===== src/verilog/pt_pkg.sv =====
// Purpose: shared constants and types for the period timer with scalers
// Assumes: apb slave with 32-bit data, one aligned word per register
// Notes: printed offsets are register indexes; byte address is four times the index
package pt_pkg;
  localparam int unsigned ADDR_W = 12;
  localparam int unsigned DATA_W = 32;

  // register indexes, byte address = index * 4
  localparam logic [ADDR_W-1:0] IDX_FLAGS = 12'h00c;
  localparam logic [ADDR_W-1:0] IDX_COUNT = 12'h011;
  localparam logic [ADDR_W-1:0] IDX_CONTROL = 12'h012;
  localparam logic [ADDR_W-1:0] IDX_PERIOD = 12'h092;
  localparam int unsigned IDX_LSB = 2;

  // control field layout
  localparam int unsigned CTL_W = 7;
  localparam int unsigned PRE_LSB = 0;
  localparam int unsigned PRE_MSB = 1;
  localparam int unsigned ON_BIT = 2;
  localparam int unsigned POST_LSB = 3;
  localparam int unsigned POST_MSB = 6;
  localparam int unsigned FLAG_BIT = 1;

  // reset values
  localparam logic [7:0] COUNT_RST = 8'h00;
  localparam logic [7:0] PERIOD_RST = 8'hff;
  localparam logic [CTL_W-1:0] CTL_RST = 7'h00;

  // prescaler terminal counts (ratio minus one)
  localparam logic [3:0] PRE_TC_1 = 4'h0;
  localparam logic [3:0] PRE_TC_4 = 4'h3;
  localparam logic [3:0] PRE_TC_16 = 4'hf;

  // instruction clock is the device clock divided by four
  localparam int unsigned INSTR_DIV = 4;
  localparam int unsigned DIV_W = 2;

  typedef struct packed {
    logic [7:0] count;
    logic match;
  } pt_time_base_t;

  typedef struct packed {
    logic [DIV_W-1:0] div;
    logic [3:0] pre_cnt;
    logic [3:0] post_cnt;
    logic [7:0] count;
    logic [7:0] period;
    logic [CTL_W-1:0] ctrl;
    logic flag;
    logic match;
    logic [DATA_W-1:0] rdata;
  } pt_state_t;
endpackage


===== src/verilog/pt_timer.sv =====
// Purpose: 8-bit period timer with prescaler, period match and postscaled flag, apb registers
// Assumes: pclk is the oscillator clock; one instruction tick every four pclk cycles
// Notes: pready is always high, so every transfer completes in its first access cycle
//
// Added by the designer: the APB slave port.
`timescale 1ns/100ps
module pt_timer #(
  parameter int unsigned INSTR_DIV = pt_pkg::INSTR_DIV
) (
  input wire logic pclk,
  input wire logic presetn,
  input wire logic psel,
  input wire logic penable,
  input wire logic pwrite,
  input wire logic [pt_pkg::ADDR_W-1:0] paddr,
  input wire logic [pt_pkg::DATA_W-1:0] pwdata,
  output logic [pt_pkg::DATA_W-1:0] prdata,
  output logic pready,
  output logic pslverr,
  output logic shift_clock_match,
  output pt_pkg::pt_time_base_t pwm_time_base,
  output logic match_flag
);

  localparam logic [pt_pkg::DIV_W-1:0] DIV_TC = pt_pkg::DIV_W'(INSTR_DIV - 1);

  pt_pkg::pt_state_t state_ff;
  pt_pkg::pt_state_t nxt_state;

  // word index from a byte address; low two bits ignored
  function automatic logic [pt_pkg::ADDR_W-1:0] reg_index(input logic [pt_pkg::ADDR_W-1:0] a);
    reg_index = {{pt_pkg::IDX_LSB{1'b0}}, a[pt_pkg::ADDR_W-1:pt_pkg::IDX_LSB]};
  endfunction

  function automatic logic is_mapped(input logic [pt_pkg::ADDR_W-1:0] a);
    logic [pt_pkg::ADDR_W-1:0] i;
    i = reg_index(a);
    is_mapped = (i == pt_pkg::IDX_FLAGS) || (i == pt_pkg::IDX_COUNT) ||
                (i == pt_pkg::IDX_CONTROL) || (i == pt_pkg::IDX_PERIOD);
  endfunction

  logic setup_rd;
  logic access;
  logic wr_ok;
  logic wr_count;
  logic wr_ctrl;
  logic wr_period;
  logic wr_flags;
  logic inst_tick;
  logic [3:0] pre_tc;
  logic pre_tick;
  logic cnt_tick;
  logic at_period;
  logic post_done;
  logic set_flag;

  assign pready = 1'b1;
  assign access = psel & penable;
  assign pslverr = access & ~is_mapped(paddr);
  assign setup_rd = psel & ~penable & ~pwrite;
  assign wr_ok = access & pwrite & is_mapped(paddr);
  assign wr_count = wr_ok & (reg_index(paddr) == pt_pkg::IDX_COUNT);
  assign wr_ctrl = wr_ok & (reg_index(paddr) == pt_pkg::IDX_CONTROL);
  assign wr_period = wr_ok & (reg_index(paddr) == pt_pkg::IDX_PERIOD);
  assign wr_flags = wr_ok & (reg_index(paddr) == pt_pkg::IDX_FLAGS);

  assign prdata = state_ff.rdata;
  assign shift_clock_match = state_ff.match;
  // pwm time base, one driver for the whole struct
  assign pwm_time_base = '{count: state_ff.count, match: state_ff.match};
  assign match_flag = state_ff.flag;

  always_comb begin
    nxt_state = state_ff;
    nxt_state.match = 1'b0;
    // divider runs free so the instruction phase is independent of software writes
    inst_tick = (state_ff.div == DIV_TC);
    nxt_state.div = inst_tick ? '0 : state_ff.div + 1'b1;

    if (state_ff.ctrl[pt_pkg::PRE_MSB]) begin
      pre_tc = pt_pkg::PRE_TC_16;
    end else if (state_ff.ctrl[pt_pkg::PRE_LSB]) begin
      pre_tc = pt_pkg::PRE_TC_4;
    end else begin
      pre_tc = pt_pkg::PRE_TC_1;
    end

    pre_tick = 1'b0;
    if (state_ff.ctrl[pt_pkg::ON_BIT] && inst_tick) begin
      if (state_ff.pre_cnt >= pre_tc) begin
        pre_tick = 1'b1;
        nxt_state.pre_cnt = '0;
      end else begin
        nxt_state.pre_cnt = state_ff.pre_cnt + 1'b1;
      end
    end
    cnt_tick = pre_tick;

    at_period = (state_ff.count == state_ff.period);
    post_done = 1'b0;
    if (cnt_tick) begin
      if (at_period) begin
        nxt_state.count = '0;
        nxt_state.match = 1'b1;
        if (state_ff.post_cnt >= state_ff.ctrl[pt_pkg::POST_MSB:pt_pkg::POST_LSB]) begin
          post_done = 1'b1;
          nxt_state.post_cnt = '0;
        end else begin
          nxt_state.post_cnt = state_ff.post_cnt + 1'b1;
        end
      end else begin
        nxt_state.count = state_ff.count + 1'b1;
      end
    end
    set_flag = post_done;

    // software write to count wins over a tick
    if (wr_count) begin
      nxt_state.count = pwdata[7:0];
    end
    // scaler clear on count or control write
    if (wr_count || wr_ctrl) begin
      nxt_state.pre_cnt = '0;
      nxt_state.post_cnt = '0;
    end
    // control write keeps count; bit 7 not stored
    if (wr_ctrl) begin
      nxt_state.ctrl = pwdata[pt_pkg::CTL_W-1:0];
    end
    if (wr_period) begin
      nxt_state.period = pwdata[7:0];
    end
    // hardware set beats a software clear in the same cycle
    if (set_flag) begin
      nxt_state.flag = 1'b1;
    end else if (wr_flags) begin
      nxt_state.flag = pwdata[pt_pkg::FLAG_BIT];
    end

    // read data captured in setup phase, held through access
    if (setup_rd) begin
      nxt_state.rdata = '0;
      unique case (reg_index(paddr))
        pt_pkg::IDX_FLAGS: nxt_state.rdata[pt_pkg::FLAG_BIT] = state_ff.flag;
        pt_pkg::IDX_COUNT: nxt_state.rdata[7:0] = state_ff.count;
        pt_pkg::IDX_CONTROL: nxt_state.rdata[pt_pkg::CTL_W-1:0] = state_ff.ctrl;
        pt_pkg::IDX_PERIOD: nxt_state.rdata[7:0] = state_ff.period;
        default: nxt_state.rdata = '0;
      endcase
    end
  end

  always_ff @(posedge pclk or negedge presetn) begin
    if (!presetn) begin
      state_ff.div <= '0;
      state_ff.pre_cnt <= '0;
      state_ff.post_cnt <= '0;
      state_ff.count <= pt_pkg::COUNT_RST;
      state_ff.period <= pt_pkg::PERIOD_RST;
      state_ff.ctrl <= pt_pkg::CTL_RST;
      state_ff.flag <= 1'b0;
      state_ff.match <= 1'b0;
      state_ff.rdata <= '0;
    end else begin
      state_ff <= nxt_state;
    end
  end

endmodule


===== config.mk =====
export PLATFORM = sky130hd
export DESIGN_NAME = pt_timer
export DESIGN_NICKNAME = d
export VERILOG_FILES = /design/src/verilog/pt_pkg.sv /design/src/verilog/pt_timer.sv
export SDC_FILE = /design/constraint.sdc
export NUM_CORES = 1
export LEC_CHECK = 0
export ABC_CLOCK_PERIOD_IN_PS = 2850
export BUFFER_PORTS_ARGS = -buffer_cell sky130_fd_sc_hd__buf_2
export CAP_MARGIN = 20
export CORE_UTILIZATION = 50
export CTS_CLUSTER_DIAMETER = 50
export DETAILED_ROUTE_END_ITERATION = 12
export PLACE_DENSITY = 0.76
export SLEW_MARGIN = 10
export SYNTH_ARGS = -nofsm -noshare
export SYNTH_HDL_FRONTEND = slang
export SYNTH_SLANG_ARGS = --single-unit

===== constraint.sdc =====
create_clock -name pclk -period 2.85 [get_ports pclk]
set_input_delay 0.57 -clock pclk [delete_from_list [all_inputs] [get_ports pclk]]
set_output_delay 0.57 -clock pclk [all_outputs]
set_load 0.02 [all_outputs]

==> flow_metrics.py <==
metrics = {
    "cells_and_area": {
        "fillers": 521,
        "multiInputGateArea_um2": 1501,
        "fin_cells": 402,
        "final-seq-area_um2": 1086,
        "final_cell_mix": "buf_2 (42), dfrtp_1 (35), conb_1 (25)",
        "antenna-diode-count": 0,
        "fin_area_um2": 3078,
        "drive_above_1_share": 0.2879,
        "fin_nets": 390,
        "areaGrowthSynthToFinish_pct": 5.806,
        "mostFrequentLayoutCell": "buf_2",
        "postLayoutCoreUtil": 0.5556,
    },
    "routing": {
        "ant_nets": 0,
        "drt_pass1_iterations": 4,
        "wl_um": 6309,
        "avgRoutedWirePerCell_um": 15.69,
        "drt_iter0_drc": 76,
        "via_per_inst": 5.550,
        "vias": 2231,
        "drcViolationCount": 0,
    },
    "yosys": {
        "yosysUniqueCellTypes": 46,
        "synth_edf_count": 0,
        "synthFlopType": "dfrtp_1",
        "synth.avg_cell_area_um2": 9.729,
        "synthArstFlopShare": 1.000,
        "ys_seq_area_frac": 0.3733,
        "syn_inst": 299,
        "ys.warnings.count": 0,
        "synth_area_um2": 2909,
        "synth_seq_cells": 43,
    },
    "clocking": {
        "numCtsBuffers": 5,
        "clk_path_buf_depth": 2,
        "clk_pin_slew_ps": 80,
        "cts_hold_buffers": 0,
        "cts_setup_buffers": 0,
        "cts_htree_levels": 2,
        "cts.repair.resized": 0,
        "cts_root_buffer": "clkbuf_8",
        "clk-insertion-delay-late_ps": 300,
        "cts_sinks": 43,
        "cts_tree": "yes",
    },
    "critical_path": {
        "crit_buf_inv": 2,
        "crit_arrival_ps": 1890,
        "path_cells": "buf_2 > or4b_4 > a211oi_1 > nor3_1 > buf_2",
        "slowest_delay_ps": 600,
        "crit_top_cell": "buf_2",
        "ff2ff_setup_slack_ps": 510,
        "timing.rr.end": "pwm_time_base[6]$_DFFE_PN0P_",
        "cp.required_ps": 2280,
        "end_kind": "output port",
        "cp_slowest_cell": "or4b_4",
        "crit_fanout": 4,
        "crit_family": "simple AND/OR/NAND/NOR gates",
        "critPathLaunchType": "input port",
        "r2r_start": "state_ff[34]$_DFFE_PN0P_",
        "reg2reg_depth": 8,
        "worstSetupPathType": "in2out",
    },
    "die": {
        "die_h_um": 78.28,
        "die-area_um2": 6127,
        "coreArea_um2": 5540,
        "num_io_pins": 94,
        "initial_utilization": 0.5251,
        "std_cell_rows": 27,
        "die_w_um": 78.28,
    },
    "sta": {
        "max_freq_mhz": 406.2,
        "worst_pin_slew_ps": 937.1,
        "fin_ws_ps": 387.9,
        "setup_viol": 0,
        "rsz0062_at_grt": "false",
        "finalSetupTns_ps": 0,
        "hold_viol_final": 0,
        "max_slew_margin": 0.3753,
        "period_minus_slack_ps": 2462,
        "slew_violations": 0,
        "post-route-period-util": 0.8639,
        "fin_skew_ps": 3.798,
    },
    "placed_design": {
        "dp_hpwl_um": 4543,
        "place_ws_ps": 333.5,
        "routabilityCongestion": 0.8292,
        "place.port_buffers": 42,
        "placed_area_um2": 2997,
        "dp.cells": 394,
    },
    "global_routing": {
        "grt_usage": 0.2214,
        "grt_overflow_total": 0,
        "antenna_found_initial": 0,
        "grt_pass1_wl_um": 10510,
        "grt_pass1_vias": 2031,
        "grt_max_degree": 44,
    },
    "power": {
        "vdd_drop_max_uv": 287.2,
        "leakagePower_uw": 0.001361,
        "p_per_area_nw_per_um2": 378.9,
    },
    "min_path": {
        "hp-class": "in2async",
    },
    "status": {
        "run_status": "finished clean",
    },
    "job": {
        "cap_violations": 0,
    },
}
cells by family after synthesis:
logic type                 Yosys count  synth area share
AOI/OAI and AO/OA                   58            0.1277
muxes                               15           0.07742
adders and majority gates           12           0.05161
DFF                                 43            0.3733
other                                2          0.002582
xor gates and xnor gates             9           0.02710
and+or+nand+nor                     99            0.2000
buffers and inverters               61            0.1402
per-stage QoR:
| step | total power [µW] | hold slack [ps] |
|---|---|---|
| floorplan | 789.0 | 274.4 |
| global route | 1212 | 453.9 |
| finish | 1166 | 409.6 |
| global placement | 796.4 | 414.1 |
| detailed placement | 799.4 | 427.9 |
| CTS | 1179 | 439.9 |
where the power goes:
group          switching [µW]  internal (µW)  total, µW
Clock                     208            172        380
Sequential               8.94            627        636
Combinational             108           42.5        150
synth_stat cells (3+ instances only):
master / number / area (µm²)
a21oi_1: 19 / 95.09
a221o_2: 4 / 45.04
a221oi_1: 4 / 35.03
a31oi_1: 10 / 62.56
and3_1: 5 / 31.28
buf_4: 43 / 322.8
clkbuf_1: 5 / 18.77
dfrtp_1: 35 / 875.8
dfstp_2: 8 / 210.2
ha_1: 12 / 150.1
inv_1: 9 / 33.78
mux2_4: 15 / 225.2
nand2_1: 15 / 56.30
nand2b_1: 4 / 25.02
nand3_1: 10 / 50.05
nand4_1: 5 / 31.28
nand4b_1: 4 / 35.03
nor2_1: 24 / 90.09
nor2b_1: 3 / 18.77
nor3_1: 9 / 45.04
o21ai_0: 12 / 60.06
or4_1: 3 / 22.52
xor2_1: 9 / 78.83
how the worst max path moves through the flow:
stage / startpoint / end / slack, ps / depth (start not counted)
after floorplan: paddr[7] / state_ff[34]$_DFFE_PN0P_ / 560 / 6
after global placement: paddr[9] / state_ff[40]$_DFFE_PN0P_ / 370 / 7
after detailed placement: paddr[9] / state_ff[39]$_DFFE_PN0P_ / 330 / 7
after CTS: paddr[7] / pslverr / 400 / 5
after global routing: paddr[7] / pslverr / 340 / 5
final: paddr[7] / pslverr / 390 / 5
layer usage:
layer  wire, µm  up-vias  GRT usage
met5          0        -          0
met4        100        0    0.06111
met3        303       11    0.04302
met2       2910       66     0.3474
met1       2994     1087     0.3112
li1           -     1067          -
state kept, by name, summed over array words and instances, names as in the netlist:
signal             flops
shift_clock_match      1
pwm_time_base          8
state_ff              25
prdata                 8
match_flag             1
cell type report:
| type | count | area share |
|---|---|---|
| Clock inverter | 1 | 0.001626 |
| Timing Repair Buffer | 52 | 0.09268 |
| Multi-Input combinational cell | 218 | 0.4878 |
| Clock buffer | 7 | 0.02480 |
| Tap cell | 72 | 0.02927 |
| Inverter | 9 | 0.01098 |
| Sequential cell | 43 | 0.3528 |
(Power assumes the default switching activity.)
